`src/design/bpg_cfg.svh`:
```
/*
 Offsets, fields, reset values and timing counts of the gating block.
 Assumes a 100 MHz clock and byte addresses on the register bus.
*/
`ifndef BPG_CFG_SVH
`define BPG_CFG_SVH

// Clock and lock timing
`define BPG_CLK_FREQ_MHZ          100
`define BPG_LOCK_OPERATE_TIME_US  2000
`define BPG_LOCK_RECOVERY_TIME_US 12000
`define BPG_LOCK_OPERATE_CYCLES   (`BPG_LOCK_OPERATE_TIME_US * `BPG_CLK_FREQ_MHZ)
`define BPG_LOCK_RECOVERY_CYCLES  (`BPG_LOCK_RECOVERY_TIME_US * `BPG_CLK_FREQ_MHZ)

// Register byte offsets
`define BPG_ADDR_STATUS      5'h00
`define BPG_ADDR_IRQ_STATUS  5'h04
`define BPG_ADDR_IRQ_ENABLE  5'h08
`define BPG_ADDR_IRQ_CLEAR   5'h0C
`define BPG_ADDR_CONTROL     5'h10

// Live status fields
`define BPG_ST_UNDERVOLTAGE  0
`define BPG_ST_THERMAL       1
`define BPG_ST_SHUTDOWN      2
`define BPG_ST_LOCKED        3
`define BPG_ST_STOPPED       4
`define BPG_ST_ALL_OFF       5
`define BPG_ST_HALL_SUPPLY   6
`define BPG_ST_HALL_LSB      8
`define BPG_ST_WIDTH         11

// Event fields, shared by status, enable and clear registers
`define BPG_EV_UNDERVOLTAGE  0
`define BPG_EV_THERMAL       1
`define BPG_EV_SHUTDOWN      2
`define BPG_EV_LOCK          3
`define BPG_EV_LOCK_RELEASE  4
`define BPG_EV_WIDTH         5

// Control fields and reset values
`define BPG_CTL_FORCE_OFF    0
`define BPG_IRQ_ENABLE_RESET 5'h00
`define BPG_CONTROL_RESET    1'h0

`endif

```
`src/design/bpg_pkg.sv`:
```
/*
 Types of the protection and gating block.
 Assumes bpg_cfg.svh is available on the include path.
*/
package bpg_pkg;

    // Motor-lock supervisor states
    typedef enum logic [0:0] {
        BPG_LOCK_WATCH,
        BPG_LOCK_HOLD
    } bpg_lock_state_type;

    // Hall code, U in bit 2, V in bit 1, W in bit 0
    typedef logic [2:0] bpg_hall_type;

endpackage

```
`src/design/bpg_sync.sv`:
```
/*
 Three-stage input synchroniser with agreement filter.
 Assumes inputs are asynchronous to clk; the output changes only once the
 second and third stages agree.
*/
`timescale 1ns/1ps
module bpg_sync #(
    parameter int WIDTH = 1
) (
    // Clock and reset
    input  wire logic             clk,
    input  wire logic             rst_n,
    // Raw and filtered levels
    input  wire logic [WIDTH-1:0] async_in,
    output logic      [WIDTH-1:0] sync_out
);

    logic [WIDTH-1:0] stage1;
    logic [WIDTH-1:0] stage2;
    logic [WIDTH-1:0] stage3;

    // Shift chain; stage1 is read by stage2 alone
    always_ff @(posedge clk or negedge rst_n) begin
        if (!rst_n) begin
            stage1 <= '0;
            stage2 <= '0;
            stage3 <= '0;
        end else begin
            stage1 <= async_in;
            stage2 <= stage1;
            stage3 <= stage2;
        end
    end

    // Agreement filter per bit, so a one-cycle glitch never gets through
    for (genvar i = 0; i < WIDTH; i++) begin : g_bit
        always_ff @(posedge clk or negedge rst_n) begin
            if (!rst_n) begin
                sync_out[i] <= 1'b0;
            end else if (stage2[i] == stage3[i]) begin
                sync_out[i] <= stage2[i];
            end
        end
    end

endmodule // bpg_sync

```
`src/design/bpg_top.sv`:
```
/*
 Protection and gating logic of a three-phase brushless motor driver:
 Hall commutation, PWM gating of the top arm, protection latches with
 hysteresis, motor-lock supervision and an Avalon-MM register slave.
 Assumes external analog comparators deliver each threshold as a level and
 an external saw comparator delivers the PWM level; all of them are
 asynchronous to clk.
*/
// How it works
// - Supply below undervoltage operate level forces all six switches off.
// - Undervoltage lockout releases only when supply rises above recovery level.
// - Speed command below saw low level turns top arm off, bottom follows table.
// - Speed command below all-off level turns all six switches off.
// - Three-pulse monitor constant for lock operate time declares lock, all off.
// - Lock keeps switches off for recovery time, then normal operation resumes.
// - Lock detection suppressed by low speed command, undervoltage, thermal or shutdown.
// - Die above thermal operate level with protection enabled forces all off.
// - Thermal shutdown releases only when die falls below recovery level or protection is disabled.
// - Hall supply is on only while speed command is above all-off level.
// - Hall supply off means Hall inputs read low and both monitors low.
// - Shutdown input at operate level turns all six switches off.
// - Shutdown releases once the input falls below the recovery level.
// - Six Hall codes enable one top, one bottom switch; 000 and 111 none.
// - Modulation gates top-arm enables only; bottom arm follows decode directly.
`timescale 1ns/1ps
`include "bpg_cfg.svh"
module bpg_top
    import bpg_pkg::*;
#(
    parameter int LOCK_OPERATE_CYCLES  = `BPG_LOCK_OPERATE_CYCLES,
    parameter int LOCK_RECOVERY_CYCLES = `BPG_LOCK_RECOVERY_CYCLES
) (
    // Clock and reset
    input  wire logic        clk,
    input  wire logic        rst_n,
    // Hall sensor comparators
    input  wire logic        hall_u,
    input  wire logic        hall_v,
    input  wire logic        hall_w,
    // Supply comparators
    input  wire logic        vcc_below_operate,
    input  wire logic        vcc_above_recovery,
    // Speed command comparators and saw comparator
    input  wire logic        speed_below_saw_low,
    input  wire logic        speed_below_all_off,
    input  wire logic        speed_lock_inhibit,
    input  wire logic        pwm_on,
    // Thermal comparators and select pin
    input  wire logic        temp_above_operate,
    input  wire logic        temp_below_recovery,
    input  wire logic        thermal_protect_select,
    // Shutdown comparators
    input  wire logic        shutdown_at_operate,
    input  wire logic        shutdown_below_recovery,
    // Bridge gate enables, bit 0 U, bit 1 V, bit 2 W
    output logic [2:0]       top_enable,
    output logic [2:0]       bottom_enable,
    // Hall supply and speed monitors
    output logic             hall_supply_output,
    output logic             speed_monitor_three_pulse,
    output logic             speed_monitor_single_pulse,
    // Avalon-MM slave
    input  wire logic [4:0]  avs_address,
    input  wire logic        avs_read,
    input  wire logic        avs_write,
    input  wire logic [31:0] avs_writedata,
    input  wire logic [3:0]  avs_byteenable,
    output logic [31:0]      avs_readdata,
    output logic             avs_waitrequest,
    // Interrupt
    output logic             irq
);

    localparam int CW = $clog2(((LOCK_OPERATE_CYCLES > LOCK_RECOVERY_CYCLES) ?
                                LOCK_OPERATE_CYCLES : LOCK_RECOVERY_CYCLES) + 1);
    localparam logic [CW-1:0] OPERATE_LAST  = CW'(LOCK_OPERATE_CYCLES - 1);
    localparam logic [CW-1:0] RECOVERY_LAST = CW'(LOCK_RECOVERY_CYCLES - 1);

    // Synchronised comparator levels
    logic [13:0]             raw_in;
    logic [13:0]             sync_in;
    bpg_hall_type            hall_sync;
    logic                    s_vcc_below;
    logic                    s_vcc_above;
    logic                    s_saw_low;
    logic                    s_all_off_level;
    logic                    s_lock_inhibit;
    logic                    s_pwm_on;
    logic                    s_temp_above;
    logic                    s_temp_below;
    logic                    s_ot_select;
    logic                    s_sd_at;
    logic                    s_sd_below;

    // Protection state
    logic                    undervoltage;
    logic                    thermal;
    logic                    shutdown;
    logic                    next_undervoltage;
    logic                    next_thermal;
    logic                    next_shutdown;
    logic                    thermal_enabled;
    logic                    next_all_off;
    logic                    hall_supply_on;

    // Lock supervision
    bpg_lock_state_type      lock_state;
    bpg_lock_state_type      next_lock_state;
    logic [CW-1:0]           lock_timer;
    logic [CW-1:0]           next_lock_timer;
    logic                    lock_suppress;
    logic                    monitor_prev;
    logic                    monitor_edge;
    logic                    locked;
    logic                    next_locked;

    // Commutation
    bpg_hall_type            hall_eff;
    logic [5:0]              comm;
    logic                    monitor_three;

    // Registers and interrupts
    logic [`BPG_EV_WIDTH-1:0] irq_status;
    logic [`BPG_EV_WIDTH-1:0] next_irq_status;
    logic [`BPG_EV_WIDTH-1:0] irq_enable;
    logic [`BPG_EV_WIDTH-1:0] events;
    logic [`BPG_EV_WIDTH-1:0] clear_mask;
    logic                    force_off;
    logic [`BPG_ST_WIDTH-1:0] live_status;
    logic                    bus_request;
    logic                    bus_accept;

    // Hall code to {top W,V,U, bottom W,V,U}; 000 and 111 give no switch
    function automatic logic [5:0] commutate(input bpg_hall_type code);
        logic [5:0] sel;
        sel = 6'h00;
        case (code)
            3'b101:  sel = 6'b010_001;  // V top, U bottom
            3'b100:  sel = 6'b100_001;  // W top, U bottom
            3'b110:  sel = 6'b100_010;  // W top, V bottom
            3'b010:  sel = 6'b001_010;  // U top, V bottom
            3'b011:  sel = 6'b001_100;  // U top, W bottom
            3'b001:  sel = 6'b010_100;  // V top, W bottom
            default: sel = 6'h00;
        endcase
        return sel;
    endfunction

    // All comparator outputs are asynchronous, one synchroniser for the lot
    assign raw_in = {hall_u, hall_v, hall_w, vcc_below_operate, vcc_above_recovery,
                     speed_below_saw_low, speed_below_all_off, speed_lock_inhibit,
                     pwm_on, temp_above_operate, temp_below_recovery,
                     thermal_protect_select, shutdown_at_operate, shutdown_below_recovery};

    bpg_sync #(
        .WIDTH    (14)
    ) u_sync (
        .clk      (clk),
        .rst_n    (rst_n),
        .async_in (raw_in),
        .sync_out (sync_in)
    );

    assign hall_sync       = sync_in[13:11];
    assign s_vcc_below     = sync_in[10];
    assign s_vcc_above     = sync_in[9];
    assign s_saw_low       = sync_in[8];
    assign s_all_off_level = sync_in[7];
    assign s_lock_inhibit  = sync_in[6];
    assign s_pwm_on        = sync_in[5];
    assign s_temp_above    = sync_in[4];
    assign s_temp_below    = sync_in[3];
    assign s_ot_select     = sync_in[2];
    assign s_sd_at         = sync_in[1];
    assign s_sd_below      = sync_in[0];

    // Hysteresis latches: trip on the operate comparator, release on recovery
    assign next_undervoltage = s_vcc_below | (undervoltage & ~s_vcc_above);
    assign thermal_enabled   = ~s_ot_select;
    assign next_thermal      = thermal_enabled &
                               (s_temp_above | (thermal & ~s_temp_below));
    assign next_shutdown     = s_sd_at | (shutdown & ~s_sd_below);

    // Undervoltage starts tripped so the bridge stays off until supply is proven
    always_ff @(posedge clk or negedge rst_n) begin
        if (!rst_n) begin
            undervoltage <= 1'b1;
            thermal      <= 1'b0;
            shutdown     <= 1'b0;
        end else begin
            undervoltage <= next_undervoltage;
            thermal      <= next_thermal;
            shutdown     <= next_shutdown;
        end
    end

    // Hall supply standby; with the supply off the sensors read as all low
    assign hall_supply_on = ~s_all_off_level;
    assign hall_eff       = hall_supply_on ? hall_sync : 3'h0;
    assign comm           = commutate(hall_eff);

    // Three-pulse monitor is the majority of the three Hall phases
    assign monitor_three = (hall_eff[2] & hall_eff[1]) | (hall_eff[2] & hall_eff[0]) |
                           (hall_eff[1] & hall_eff[0]);

    always_ff @(posedge clk or negedge rst_n) begin
        if (!rst_n) begin
            monitor_prev <= 1'b0;
        end else begin
            monitor_prev <= monitor_three;
        end
    end

    assign monitor_edge  = monitor_three ^ monitor_prev;
    assign lock_suppress = s_lock_inhibit | next_undervoltage |
                           next_thermal | next_shutdown;

    // Lock supervisor; once holding, suppression does not cut the recovery short
    always_comb begin
        next_lock_state = lock_state;
        next_lock_timer = lock_timer;
        case (lock_state)
            BPG_LOCK_WATCH: begin
                if (lock_suppress || monitor_edge) begin
                    next_lock_timer = '0;
                end else if (lock_timer == OPERATE_LAST) begin
                    next_lock_state = BPG_LOCK_HOLD;
                    next_lock_timer = '0;
                end else begin
                    next_lock_timer = lock_timer + 1'b1;
                end
            end
            BPG_LOCK_HOLD: begin
                if (lock_timer == RECOVERY_LAST) begin
                    next_lock_state = BPG_LOCK_WATCH;
                    next_lock_timer = '0;
                end else begin
                    next_lock_timer = lock_timer + 1'b1;
                end
            end
            default: begin
                next_lock_state = BPG_LOCK_WATCH;
                next_lock_timer = '0;
            end
        endcase
    end

    assign next_locked = (next_lock_state == BPG_LOCK_HOLD);

    always_ff @(posedge clk or negedge rst_n) begin
        if (!rst_n) begin
            lock_state <= BPG_LOCK_WATCH;
            lock_timer <= '0;
            locked     <= 1'b0;
        end else begin
            lock_state <= next_lock_state;
            lock_timer <= next_lock_timer;
            locked     <= next_locked;
        end
    end

    // One gate for every protection, built from next values so it lands with them
    assign next_all_off = next_undervoltage | next_thermal | next_shutdown |
                          next_locked | s_all_off_level | force_off;

    // Gate drive; PWM and the stop level touch the top arm only
    always_ff @(posedge clk or negedge rst_n) begin
        if (!rst_n) begin
            top_enable    <= 3'h0;
            bottom_enable <= 3'h0;
        end else begin
            top_enable    <= comm[5:3] &
                             {3{s_pwm_on & ~s_saw_low & ~next_all_off}};
            bottom_enable <= comm[2:0] & {3{~next_all_off}};
        end
    end

    // Hall supply and speed monitors
    always_ff @(posedge clk or negedge rst_n) begin
        if (!rst_n) begin
            hall_supply_output         <= 1'b0;
            speed_monitor_three_pulse  <= 1'b0;
            speed_monitor_single_pulse <= 1'b0;
        end else begin
            hall_supply_output         <= hall_supply_on;
            speed_monitor_three_pulse  <= monitor_three;
            speed_monitor_single_pulse <= hall_eff[2];
        end
    end

    // Events are entries into each protection and the lock release
    always_comb begin
        events = '0;
        events[`BPG_EV_UNDERVOLTAGE] = next_undervoltage & ~undervoltage;
        events[`BPG_EV_THERMAL]      = next_thermal & ~thermal;
        events[`BPG_EV_SHUTDOWN]     = next_shutdown & ~shutdown;
        events[`BPG_EV_LOCK]         = next_locked & ~locked;
        events[`BPG_EV_LOCK_RELEASE] = locked & ~next_locked;
    end

    // Bus handshake: one wait cycle, then the transfer completes
    assign bus_request = avs_read | avs_write;
    assign bus_accept  = bus_request & ~avs_waitrequest;

    always_comb begin
        clear_mask = '0;
        if (bus_accept && avs_write && avs_address == `BPG_ADDR_IRQ_CLEAR &&
            avs_byteenable[0]) begin
            clear_mask = avs_writedata[`BPG_EV_WIDTH-1:0];
        end
    end

    // A new event outranks a clear written in the same cycle
    assign next_irq_status = (irq_status & ~clear_mask) | events;

    always_ff @(posedge clk or negedge rst_n) begin
        if (!rst_n) begin
            irq_status <= '0;
            irq        <= 1'b0;
        end else begin
            irq_status <= next_irq_status;
            irq        <= |(next_irq_status & irq_enable);
        end
    end

    // Writable registers, low byte lane carries every field
    always_ff @(posedge clk or negedge rst_n) begin
        if (!rst_n) begin
            irq_enable <= `BPG_IRQ_ENABLE_RESET;
            force_off  <= `BPG_CONTROL_RESET;
        end else if (bus_accept && avs_write && avs_byteenable[0]) begin
            if (avs_address == `BPG_ADDR_IRQ_ENABLE) begin
                irq_enable <= avs_writedata[`BPG_EV_WIDTH-1:0];
            end
            if (avs_address == `BPG_ADDR_CONTROL) begin
                force_off <= avs_writedata[`BPG_CTL_FORCE_OFF];
            end
        end
    end

    // Live view of the block
    always_comb begin
        live_status = '0;
        live_status[`BPG_ST_UNDERVOLTAGE] = undervoltage;
        live_status[`BPG_ST_THERMAL]      = thermal;
        live_status[`BPG_ST_SHUTDOWN]     = shutdown;
        live_status[`BPG_ST_LOCKED]       = locked;
        live_status[`BPG_ST_STOPPED]      = s_saw_low;
        live_status[`BPG_ST_ALL_OFF]      = next_all_off;
        live_status[`BPG_ST_HALL_SUPPLY]  = hall_supply_on;
        live_status[`BPG_ST_HALL_LSB +: 3] = hall_eff;
    end

    // Wait state and read data; unmapped and write-only offsets read zero
    always_ff @(posedge clk or negedge rst_n) begin
        if (!rst_n) begin
            avs_waitrequest <= 1'b1;
            avs_readdata    <= 32'h0000_0000;
        end else begin
            avs_waitrequest <= ~(bus_request & avs_waitrequest);
            if (avs_read && avs_waitrequest) begin
                case (avs_address)
                    `BPG_ADDR_STATUS:     avs_readdata <= 32'(live_status);
                    `BPG_ADDR_IRQ_STATUS: avs_readdata <= 32'(irq_status);
                    `BPG_ADDR_IRQ_ENABLE: avs_readdata <= 32'(irq_enable);
                    `BPG_ADDR_CONTROL:    avs_readdata <= 32'(force_off);
                    default:              avs_readdata <= 32'h0000_0000;
                endcase
            end
        end
    end

endmodule // bpg_top

```
`config.mk`:
```
export PLATFORM = sky130hd
export DESIGN_NAME = bpg_top
export DESIGN_NICKNAME = d
export VERILOG_FILES = /design/src/design/bpg_pkg.sv /design/src/design/bpg_sync.sv /design/src/design/bpg_top.sv
export VERILOG_INCLUDE_DIRS = /design/src /design/src/design
export SDC_FILE = /design/constraint.sdc
export NUM_CORES = 1
export LEC_CHECK = 0
export ABC_AREA = 1
export ABC_CLOCK_PERIOD_IN_PS = 1500
export BUFFER_PORTS_ARGS = -buffer_cell sky130_fd_sc_hd__buf_4
export CAP_MARGIN = 20
export CORE_MARGIN = 1
export CORE_UTILIZATION = 45
export DETAILED_ROUTE_END_ITERATION = 16
export PLACE_DENSITY_LB_ADDON = 0.08
export SLEW_MARGIN = 10
export SYNTH_ARGS = -nofsm -noshare
export SYNTH_HDL_FRONTEND = slang
export SYNTH_SLANG_ARGS = --single-unit
export TNS_END_PERCENT = 10
```
`constraint.sdc`:
```
create_clock -name clk -period 1.5 [get_ports clk]
set_input_delay 0.15 -clock clk [delete_from_list [all_inputs] [get_ports clk]]
set_output_delay 0.15 -clock clk [all_outputs]
set_load 0.005 [all_outputs]
```
# == Yosys cells after proc, flatten, opt, wreduce, memory -nomap -nowiden ==
# Cells that the tools add are included.
# Widths: inputs -> output; s select.
# op_classes
addsub,1
eq_ne,26
n_bitwise,51
n_reduce_logical,10
n_mux,12
# ops
op,count
$mux 21,3
$pmux 11 s4,1
$pmux 21 s2,1
$pmux 6 s6,1
$add 21x1->21 const B,1
$eq 21x18->1 const B,1
$eq 21x21->1 const B,1
$and 1x1->1,16
$eq 1x1->1,14
$not 1->1,14
$or 1x1->1,14
$and 5x5->5,2
$eq 5x4->1 const B,2
$eq 3x3->1 const B,3
$and 3x3->3,2
$eq 3x2->1 const B,2
$eq 5x3->1 const B,1
$eq 5x5->1 const B,1
$logic_and 1x1->1,5
$logic_not 5->1,1
$mux 5,1
$not 5->5,1
$or 5x5->5,1
$reduce_or 5->1,1
7 further kinds,10
# word_totals
out_inout_bits,43
regBits,135
in_bits,59
word_cells,133

# == Logic depth before layout (Yosys ltp) ==
# Gate-level depths: netlist of run 1.
# depth
ltp_word,15
depth_mapped,11
ltp_nobuf,10

# == Cells and area by module ==
# Synthesis of run 1 repeated with hierarchy kept, for this count alone.
# unflattened
cells_unflattened,486
area_unflattened_um2,4709.5
# by_module_without_submodules
module,cells_each,area_per_inst_um2,seq_area_each_um2,instances
bpg_top,374,3080.5,1428.9,1
bpg_sync,112,1629.1,1401.3,1

# == Worst setup path after synthesis of run 1 ==
# OpenSTA, ideal clock, no wires.
# synth_timing
path_type,reg-to-reg
start,register lock_timer[0]
end,register lock_timer[11]
arrival_time_ns,1.445
slack_ns,-0.070
path_stages_with_launch,10
cell_sequence,dfrtp_1 > ha_1 > nand4_1 > nor2_1 > nand2_1 > nor2_1 > a21oi_4 > nand2_4 > buf_12 > nor2_4
# synth_via
elab_chain_len,4
word_cells_on_any_way,7
# synth_lines
element,line,source
"start, declared",bpg_top.sv:109,logic [CW-1:0] lock_timer;
"start signal, assigned",bpg_top.sv:257,lock_timer <= next_lock_timer;
$add 21x1->21 / $eq 21x18->1 (equally long branches),"bpg_top.sv:230, bpg_top.sv:238, bpg_top.sv:226",
$mux 21,bpg_top.sv:226,end else if (lock_timer == OPERATE_LAST) begin
$mux 21,bpg_top.sv:224,if (lock_suppress || monitor_edge) begin
$pmux 21 s2 (*),bpg_top.sv:222,case (lock_state)
via next_lock_timer[11],bpg_top.sv:110,logic [CW-1:0] next_lock_timer;
# The timed path passes the listed nets; every way through them passes the cells marked *.
# A chain may end at the register's enable or synchronous reset.

# == Worst setup path after layout of run 1 ==
# layout_timing
start,register lock_timer[0]
end,register bottom_enable[2]
# layout_via
elab_chain_len,9
word_cells_on_any_way,11
# layout_lines
element,line,source
$eq 21x18->1,bpg_top.sv:226,
$mux 1,bpg_top.sv:226,
$mux 1,bpg_top.sv:224,
$pmux 1 s2 (*),bpg_top.sv:222,
$or 1x1->1 (*),bpg_top.sv:263,assign next_all_off = next_undervoltage | next_thermal | next_shutdown |
$or 1x1->1 (*) (2 in series),bpg_top.sv:264,next_locked | s_all_off_level | force_off;
$not 1->1 (*),bpg_top.sv:274,bottom_enable <= comm[2:0] & {3{~next_all_off}};
$and 3x3->3 (*),bpg_top.sv:274,
"end signal, assigned",bpg_top.sv:274,
"end, declared",bpg_top.sv:57,"output logic [2:0] bottom_enable,"
# Every way passes the cells marked *; elsewhere a longest branch is shown, timed or not.

==> results of run 1 <==
==> worst max-delay path, cell delays in order (launching register included) <==
cell	delay (ps)
dfrtp_1	350
ha_2	200
nand4_1	190
nor2_2	190
nand2_2	80
nor2_4	150
nand3_4	120
nand4_1	160
nor2_1	70
==> flip-flops by register name, indices dropped and copies added (netlist names), 3 cells and up <==
name / cells
bottom_enable: 3
u_sync.stage2: 14
avs_readdata: 10
top_enable: 3
lock_timer: 21
irq_status: 5
u_sync.sync_out: 14
irq_enable: 5
u_sync.stage3: 14
u_sync.stage1: 14
==> routing by layer <==
layer | GRT usage (%) | wire, um | part of all wire [%]
met4 | 9.23 | 184 | 2.0
met3 | 6.31 | 482 | 5.3
met5 | 0 | 0 | 0
met1 | 26.0 | 4070 | 45
met2 | 30.4 | 4380 | 48
==> layout make-up <==
type,count,share of cell area (%)
inverter,48,2.82
multi-input combinational,279,24.3
sequential,113,44.4
tap,133,2.61
clock inverter,13,2.71
clock buffer,19,6.92
timing repair buffer,126,16.3
==> cell usage in the layout, fill, tap and decap left out, types with 2 or more instances in the layout <==
master and count:
dfrtp_1 111, xnor2_1 2, nor2_1 37, clkbuf_8 3, nand2_4 2, buf_6 3, inv_1 46, o21ai_0 15
nand2_1 86, dfstp_2 2, mux2_2 2, maj3_1 14, nor3_2 3, buf_12 2, a21oi_1 4, clkinvlp_4 4
conb_1 22, nand4_1 8, nand3_2 4, clkbuf_16 16, dlygate4sd3_1 22, bufinv_16 3, nor2_4 6, xor2_1 13
nand2_2 9, nand3_1 18, buf_4 99, nor3_1 8, nor2_2 13, inv_6 6, inv_2 2
==> repair_timing <==
| action | CTS | global route |
|---|---|---|
| endpoints found under the hold margin | 138 | 0 |
| hold buffers | 22 | 0 |
| gates cloned | 0 | 0 |
| setup buffers | 0 | 1 |
| setup endpoints to repair | 31 | 34 |
| resized for setup | 16 | 19 |
| pin swaps | 7 | 8 |
==> power by group through the flow <==
stage	sequential [mW]	combinational (mW)	clock, mW
final	3.29	0.588	4.11
after CTS	3.30	0.583	4.21
after global placement	3.34	0.515	0
after floorplan	3.33	0.241	0
after global routing	3.31	0.659	4.36
after detailed placement	3.35	0.523	0
==> logic make-up (layout without fill, tap and decap cells) <==
| kind of cell | count (synthesis) | after routing | synth area share, % |
|---|---|---|---|
| multiplexers | 2 | 2 | 0.495 |
| XOR/XNOR | 15 | 15 | 2.89 |
| adder cells (fa/ha/maj) | 15 | 15 | 3.36 |
| buffers and inverters | 72 | 206 | 8.12 |
| AND/OR/NAND/NOR | 199 | 199 | 19.4 |
| other | 1 | 22 | 0.0825 |
| AO/OA/AOI/OAI | 26 | 26 | 3.47 |
| flip-flops | 113 | 113 | 62.2 |
==> worst max path at each step <==
stage	startpoint	endpoint	slack (ps)	cells after the start
after floorplan	lock_timer[0]	lock_timer[11]	-20	9
after global placement	u_sync.sync_out[1]	lock_timer[3]	-150	7
after detailed placement	lock_timer[1]	avs_readdata[5]	-210	9
after CTS	lock_timer[1]	top_enable[0]	-140	8
after global routing	lock_timer[0]	bottom_enable[2]	-220	8
final	lock_timer[0]	bottom_enable[2]	-110	8
==> impl_metrics.tcl, run 1 <==
set metrics [dict create \
    switching_share_pct 23.0 \
    ff_latch_area_mm2 0.00283 \
    routed_wl_um 9110 \
    synth_ff_type "dfrtp_1" \
    ys_seq_area_share_pct 62.2 \
    cp.arrival_ps 2020 \
    grt_start_max_net_pins 39 \
    drv_cap 0 \
    portBuffers 49 \
    drc_errors 0 \
    start_kind "register" \
    die_w_um 103 \
    rsz0062_at_grt "true" \
    violations "negative setup slack" \
    power_mw 8.00 \
    antenna_found_initial 0 \
    holdWs_ps 44.4 \
    gr-total-overflow 0 \
    syn-cell-area_mm2 0.00455 \
    rr_worst_depth 8 \
    peakVddDrop_mv 1.16 \
    setup_viol 29 \
    via_count 3318 \
    p_seq_share_pct 41.2 \
    htree_num_levels 4 \
    numCtsBuffers 17 \
    status "finished, violations left" \
    fmax_mhz 619 \
    r2r_end "bottom_enable[2]" \
    n_antenna_cell 0 \
    design.portCount 102 \
    synth_area_leader_cell "dfrtp_1" \
    synthTopCellsByCount "111 x dfrtp_1, 93 x nand2_1, 48 x inv_1, 44 x nor2_1, 23 x nand3_1" \
    cp_max_fo 5 \
    setup_slack_ps -115 \
    drtIter0Drc 104 \
    synth_top_area_share_pct 61.1 \
    power.share.clock_pct 51.5 \
    grt_pass1_vias 3204 \
    power_frac_comb_pct 7.4 \
    holdPathEnd "irq_enable[0]" \
    root_buffer "clkbuf_8" \
    clock_skew_ps 8.20 \
    grt_pass1_wl_um 15200 \
    yosys_register_bits 113 \
    tritoncts "built" \
    p_sw_mw 1.84 \
    yosysMostFrequentCell "dfrtp_1" \
    cts_buffer_depth 2 \
    utilization_pct 65.3 \
    min-delay-start "avs_address[0]" \
    num-nets-final 645 \
    dp_slack_ps -209 \
    drt_pass1_iterations 5 \
    internal_power_mw 6.16 \
    fin_area_mm2 0.00638 \
    rrSetupSlack_ps -110 \
    fp.dieH_um 103 \
    hold_viol 0 \
    p_per_area_mw_per_mm2 1250 \
    ant_nets 0 \
    slew_viol_final 0 \
    die_area_mm2 0.0105 \
    fin_crit_ps 1610 \
    async_flop_share_pct 100 \
    synth_area_leaders "dfrtp_1 61%, nand2_1 7.7%, inv_1 4.0%, buf_4 3.6%, nor2_1 3.6%" \
    yosysUniqueCellTypes 32 \
    tns_ps -2390 \
    p_leak_nw 3.02 \
    crit_type "register to register" \
    multi_input_area_mm2 0.00155 \
    hold_depth 6 \
    clk_latency_ps 520 \
    start_util_pct 46.5 \
    area_growth_pct 40.2 \
    final_cells 731 \
    worstSetupEndpointType "register" \
    synthCells 443 \
    clock-sinks 113 \
    reg2reg_from "lock_timer[0]" \
    fin_crit_sh_pct 108 \
    dp.cells 676 \
    wire_per_inst_um 12.5 \
    ys_warn_count 0 \
    synth_edf_count 0 \
    required_ps 1910 \
    post_drt_via_cell_ratio 4.54 \
    post_dp_cell_area_mm2 0.00541 \
    rows 36 \
    dp_hpwl_um 6310 \
    cts.clk_slew.worst_paths_ps 60 \
    hp-class "primary input to register" \
    coreArea_mm2 0.00977 \
    gp_congestion 0.881 \
    drive_above_1_share_pct 31.1 \
    syn_area_per_cell_um2 10.3 \
    grtUsageTotal_pct 19.9 \
    nFillCells 792 \
]
(Power assumes the default switching activity.)
==> inputs of run 2 (changes only) <==
Settings changed: RECOVER_POWER set to 50.
==> run 2 against run 1 <==
The run still ends with negative setup slack left. Design area is 0.45% lower. Power hardly changed. Global-route usage stayed put. Final cell count stayed put. Critical endpoint unchanged. Critical path type unchanged. Worst hold slack worse by 0.97 ps.
==> impl_metrics.tcl, run 2 (synthesized netlist as in run 1, its figures left out) <==
set metrics [dict create \
    drive_above_1_share_pct 30.9 \
    gp_congestion 0.881 \
    drc_errors 0 \
    design.portCount 102 \
    largest_register_ffs 21 \
    fin_crit_sh_pct 108 \
    ff_latch_area_mm2 0.00283 \
    cp_max_fo 5 \
    grt_pass1_wl_um 15200 \
    hold_depth 6 \
    power.share.clock_pct 51.6 \
    portBuffers 49 \
    die_w_um 103 \
    antenna_found_initial 0 \
    area_growth_pct 39.6 \
    status "finished, violations left" \
    start_kind "register" \
    regMostFlops "lock_timer" \
    r2r_end "bottom_enable[2]" \
    drt_pass1_iterations 4 \
    rr_worst_depth 8 \
    fmax_mhz 620 \
    htree_num_levels 4 \
    clock-sinks 113 \
    gr-total-overflow 0 \
    clock_skew_ps 8.33 \
    dp.cells 676 \
    p_sw_mw 1.85 \
    wire_per_inst_um 12.5 \
    worstSetupEndpointType "register" \
    grt_pass1_vias 3204 \
    p_seq_share_pct 41.2 \
    start_util_pct 46.5 \
    setup_viol 29 \
    cp.arrival_ps 2020 \
    required_ps 1910 \
    holdWs_ps 43.4 \
    via_count 3315 \
    routed_wl_um 9160 \
    grt_start_max_net_pins 39 \
    crit_type "register to register" \
    hp-class "primary input to register" \
    p_leak_nw 3.00 \
    multi_input_area_mm2 0.00155 \
    coreArea_mm2 0.00977 \
    rows 36 \
    grtUsageTotal_pct 19.9 \
    ant_nets 0 \
    switching_share_pct 23.1 \
    final_cells 731 \
    cts.clk_slew.worst_paths_ps 60 \
    p_per_area_mw_per_mm2 1260 \
    peakVddDrop_mv 1.16 \
    cts_buffer_depth 2 \
    n_antenna_cell 0 \
    die_area_mm2 0.0105 \
    internal_power_mw 6.15 \
    rsz0062_at_grt "true" \
    root_buffer "clkbuf_8" \
    dp_hpwl_um 6310 \
    slew_headroom_pct 37.5 \
    setup_slack_ps -113 \
    worst-slew-pin-transition_ps 938 \
    hold_viol 0 \
    holdPathEnd "irq_enable[0]" \
    clk_latency_ps 520 \
    fp.dieH_um 103 \
    utilization_pct 65.0 \
    power_frac_comb_pct 7.2 \
    violations "negative setup slack" \
    fin_crit_ps 1610 \
    numCtsBuffers 17 \
    tritoncts "built" \
    final_cell_mix "111 x dfrtp_1, 86 x nand2_1, 86 x buf_4, 46 x inv_1, 37 x nor2_1" \
    drv_cap 0 \
    drtIter0Drc 103 \
    post_drt_via_cell_ratio 4.53 \
    num-nets-final 645 \
    mostFrequentLayoutCell "dfrtp_1" \
    reg2reg_from "lock_timer[0]" \
    rrSetupSlack_ps -110 \
    dp_slack_ps -209 \
    nFillCells 798 \
    min-delay-start "avs_address[0]" \
    slew_viol_final 0 \
]
run 2: cell count changes in the layout (fill, tap and decap cells not counted), sizes merged:
cell | before | now
buf | 104 | 89
clkbuf | 19 | 34
run 2: worst max-delay path by stage:
| stage | start | to | cells past startpoint |
|---|---|---|---|
| after detailed placement | lock_timer[1] | avs_readdata[5] | 9 |
| after floorplan | lock_timer[0] | lock_timer[11] | 9 |
| after global routing | lock_timer[0] | bottom_enable[2] | 8 |
| after CTS | lock_timer[1] | top_enable[0] | 8 |
| after global placement | u_sync.sync_out[1] | lock_timer[3] | 7 |
| final | lock_timer[0] | bottom_enable[2] | 8 |
run 2: what timing repair did:
action,in CTS,in global routing
resized for setup,16,19
pin swaps,7,8
endpoints found under the setup margin,31,34
setup buffers,0,1
hold buffers,22,0
endpoints found under the hold margin,138,0
run 2: stage by stage:
| step | instance area (um2) | setup TNS, ps | power [mW] |
|---|---|---|---|
| after floorplan | 4630 | -246 | 3.58 |
| after global placement | 5410 | -3520 | 3.86 |
| after detailed placement | 5410 | -4970 | 3.87 |
| after CTS | 6300 | -2810 | 8.08 |
| after global routing | 6350 | -8590 | 8.31 |
| final | 6350 | -2360 | 8.00 |
run 2: power groups by stage:
stage / clock network [mW] / logic (mW) / registers (mW)
6_report: 4.13 / 0.576 / 3.29
5_1_grt: 4.36 / 0.646 / 3.31
4_1_cts: 4.21 / 0.583 / 3.30
3_5_place_dp: 0 / 0.523 / 3.35
3_3_place_gp: 0 / 0.515 / 3.34
2_1_floorplan: 0 / 0.241 / 3.33
run 2: critical path, cell delays in order, from the launching register on:
cell and delay [ps]:
dfrtp_1 350, ha_2 200, nand4_1 190, nor2_2 190, nand2_2 80, nor2_4 150
nand3_4 120, nand4_1 160, nor2_1 70
run 2: final cells by class:
| type | instances | share of cell area, % |
|---|---|---|
| sequential | 113 | 44.6 |
| multi-input combinational | 279 | 24.4 |
| timing repair buffer | 126 | 15.9 |
| clock buffer | 19 | 6.96 |
| inverter | 48 | 2.84 |
| clock inverter | 13 | 2.72 |
| tap | 133 | 2.62 |
run 2: metal layers:
metal  part of all wire (%)  GRT usage (%)  vias up
li1                       -              -     1658
met1                     45           26.0     1561
met2                     48           30.4       81
met3                    4.5           6.31       15
met4                    1.6           9.23        0
met5                      0              0        -
==> inputs of run 3 (changes only) <==
Settings changed: ABC_AREA 1 to unset, MAX_ROUTING_LAYER set to met4.
==> run 3 against run 2 <==
Largest power group unchanged. First-iteration DRC count rose by 12%. The run still ends with negative setup slack left. Wire length decreased by 1.3%. Count of clock-buffer cells in the layout up 3. Via count decreased by 6.5%. Synthesized cell count shrank 21%. Final cell count shrank 11%. Global-route usage increased by 0.72 points. Critical path depth decreased by 2.
==> impl_metrics.tcl, run 3 <==
set metrics [dict create \
    via_count 3098 \
    cp.arrival_ps 2340 \
    grt_pass1_vias 3081 \
    final_cell_mix "111 x dfrtp_1, 107 x buf_4, 23 x nand2_1, 22 x conb_1, 22 x dlygate4sd3_1" \
    post_drt_via_cell_ratio 4.74 \
    ys_warn_count 0 \
    drive_above_1_share_pct 35.6 \
    hold_viol 0 \
    routed_wl_um 9040 \
    dp_hpwl_um 6030 \
    crit_type "register to register" \
    power.share.clock_pct 50.1 \
    power_frac_comb_pct 7.8 \
    yosysUniqueCellTypes 56 \
    yosys.area_share.simple_pct 14.3 \
    synthTopCellsByCount "111 x dfrtp_1, 24 x nand2_1, 23 x buf_4, 23 x nor2_1" \
    async_flop_share_pct 100 \
    rows 35 \
    portBuffers 49 \
    synth_ff_type "dfrtp_1" \
    gp_congestion 0.835 \
    synth_edf_count 0 \
    clk_latency_ps 510 \
    syn-cell-area_mm2 0.00445 \
    yosysMostFrequentCell "dfrtp_1" \
    setup_viol 32 \
    drt_pass1_iterations 5 \
    drc_errors 0 \
    die_area_mm2 0.0103 \
    tritoncts "built" \
    die_w_um 101 \
    largest_register_ffs 21 \
    dp_slack_ps -383 \
    clock-sinks 113 \
    cts.clk_slew.worst_paths_ps 50 \
    path_cells "ha_2 > and4_4 > nand4_1 > or4_4 > o211ai_4 > a22o_1" \
    cts_buffer_depth 2 \
    clock_skew_ps 8.07 \
    gr-total-overflow 0 \
    root_buffer "clkbuf_8" \
    drv_cap 0 \
    slew_headroom_pct 26.9 \
    peakVddDrop_mv 0.767 \
    slew_viol_final 0 \
    synth_area_leaders "dfrtp_1 62%, buf_4 3.9%, maj3_1 3.4%, nand2_1 2.0%, xnor2_1 2.0%" \
    synth_compound_area_share_pct 7.19 \
    start_util_pct 47.3 \
    grtUsageTotal_pct 20.6 \
    fin_crit_sh_pct 127 \
    switching_share_pct 21.5 \
    holdWs_ps 158 \
    required_ps 1940 \
    power_mw 7.82 \
    regMostFlops "lock_timer" \
    worstSetupEndpointType "register" \
    wire_per_inst_um 13.8 \
    p_per_area_mw_per_mm2 1230 \
    drtIter0Drc 115 \
    fin_crit_ps 1900 \
    grt_start_max_net_pins 63 \
    synth_top_area_share_pct 62.4 \
    synthXorXnorAreaFrac_pct 3.54 \
    htree_num_levels 4 \
    n_antenna_cell 0 \
    p_sw_mw 1.68 \
    p_leak_nw 2.98 \
    ant_nets 0 \
    status "finished, violations left" \
    critPathMaxStageDelay_ps 500 \
    cp_max_fo 7 \
    coreArea_mm2 0.00942 \
    numCtsBuffers 17 \
    start_kind "register" \
    area_growth_pct 42.9 \
    fmax_mhz 527 \
    internal_power_mw 6.14 \
    design.portCount 102 \
    syn_area_per_cell_um2 12.7 \
    setup_slack_ps -398 \
    slowest_stage "or4_4" \
    worst-slew-pin-transition_ps 1100 \
    mostFrequentLayoutCell "dfrtp_1" \
    yosys_register_bits 113 \
    grt_pass1_wl_um 15000 \
    fp.dieH_um 101 \
    p_seq_share_pct 42.1 \
    antenna_found_initial 0 \
    synthMuxAreaShare_pct 1.97 \
    violations "negative setup slack" \
    synthCells 352 \
    ys_seq_area_share_pct 63.6 \
    hp-class "primary input to register" \
    num-nets-final 572 \
    synth_top_family_by_area "simple AND/OR/NAND/NOR gates" \
    synth_fa_ha_area_share_pct 3.91 \
    rsz0062_at_grt "true" \
    post_dp_cell_area_mm2 0.00545 \
    synth_area_leader_cell "dfrtp_1" \
    fin_area_mm2 0.00636 \
]
==> run 3: cell types whose count changed after synthesis, moves of 6 or more <==
| cell | before | now |
|---|---|---|
| nor2_2 | 9 | 0 |
| inv_1 | 48 | 13 |
| nand2_1 | 93 | 24 |
| a22o_1 | 1 | 7 |
| xnor2_1 | 2 | 10 |
| nor2_1 | 44 | 23 |
| nand3_1 | 23 | 15 |
==> run 3: timing repair <==
item / 4_1_cts / 5_1_grt
hold buffers: 22 / 0
setup buffers: 2 / 3
setup endpoints to repair: 37 / 37
gates resized for setup: 11 / 6
pin swaps: 6 / 0
hold endpoints to repair: 138 / 0
==> run 3: layout make-up <==
class                   count  area [um2]
clock buffers              22         453
clock inverters            10         134
fillers                   695        3050
inverters                  13        48.8
multi-input cells         219        1570
flip-flops and latches    113        2830
well taps                 129         161
repair buffers            148        1170
==> run 3: cell families after synthesis <==
logic type | count (synthesis)
AOI/OAI and AO/OA | 40
xor gates and xnor gates | 18
adders and majority gates | 17
buffers and inverters | 41
DFF | 113
muxes | 8
other | 1
and+or+nand+nor | 114
==> run 3: worst max-delay path, delay by kind of cell, from the launching register on <==
family	cells	cell delay, ps
flops	1	360
compound gates	2	450
fa+ha+maj	1	180
simple gates	3	840
==> run 3: power by group through the flow <==
stage | Combinational, mW | Clock (mW) | Sequential [mW]
final | 0.607 | 3.92 | 3.29
after global routing | 0.671 | 4.18 | 3.31
after CTS | 0.618 | 4.01 | 3.29
after detailed placement | 0.548 | 0 | 3.34
after global placement | 0.540 | 0 | 3.33
after floorplan | 0.238 | 0 | 3.34
==> run 3: per-stage QoR <==
step / cells / TNS (ps) / util, %
after floorplan: 373 / -7820 / -
after global placement: 595 / -8750 / 57.8
after detailed placement: 595 / -8900 / 57.8
after CTS: 651 / -8060 / 67.1
after global routing: 654 / -11390 / 67.6
final: 654 / -8540 / 67.6
==> run 3: path summary, 6_finish.rpt <==
kind | endpoint | start | cells after the start | slack (ps)
setup / recovery | avs_readdata[5] | lock_timer[0] | 6 | -400
hold / removal | force_off | avs_address[3] | 5 | 160
setup reg to reg | avs_readdata[5] | lock_timer[0] | 6 | -400
hold reg to reg | u_sync.stage2[11] | u_sync.stage1[11] | 0 | 340
max in group asynchronous | lock_timer[4] | rst_n | 3 | 290
min in group asynchronous | top_enable[0] | rst_n | 3 | 420
==> run 3: per-layer routing <==
metal | GRT usage [%] | part of all wire (%)
met3 | 7.11 | 4.9
met4 | 8.36 | 0.75
met1 | 26.3 | 47
met2 | 30.1 | 48
met5 | - | 0
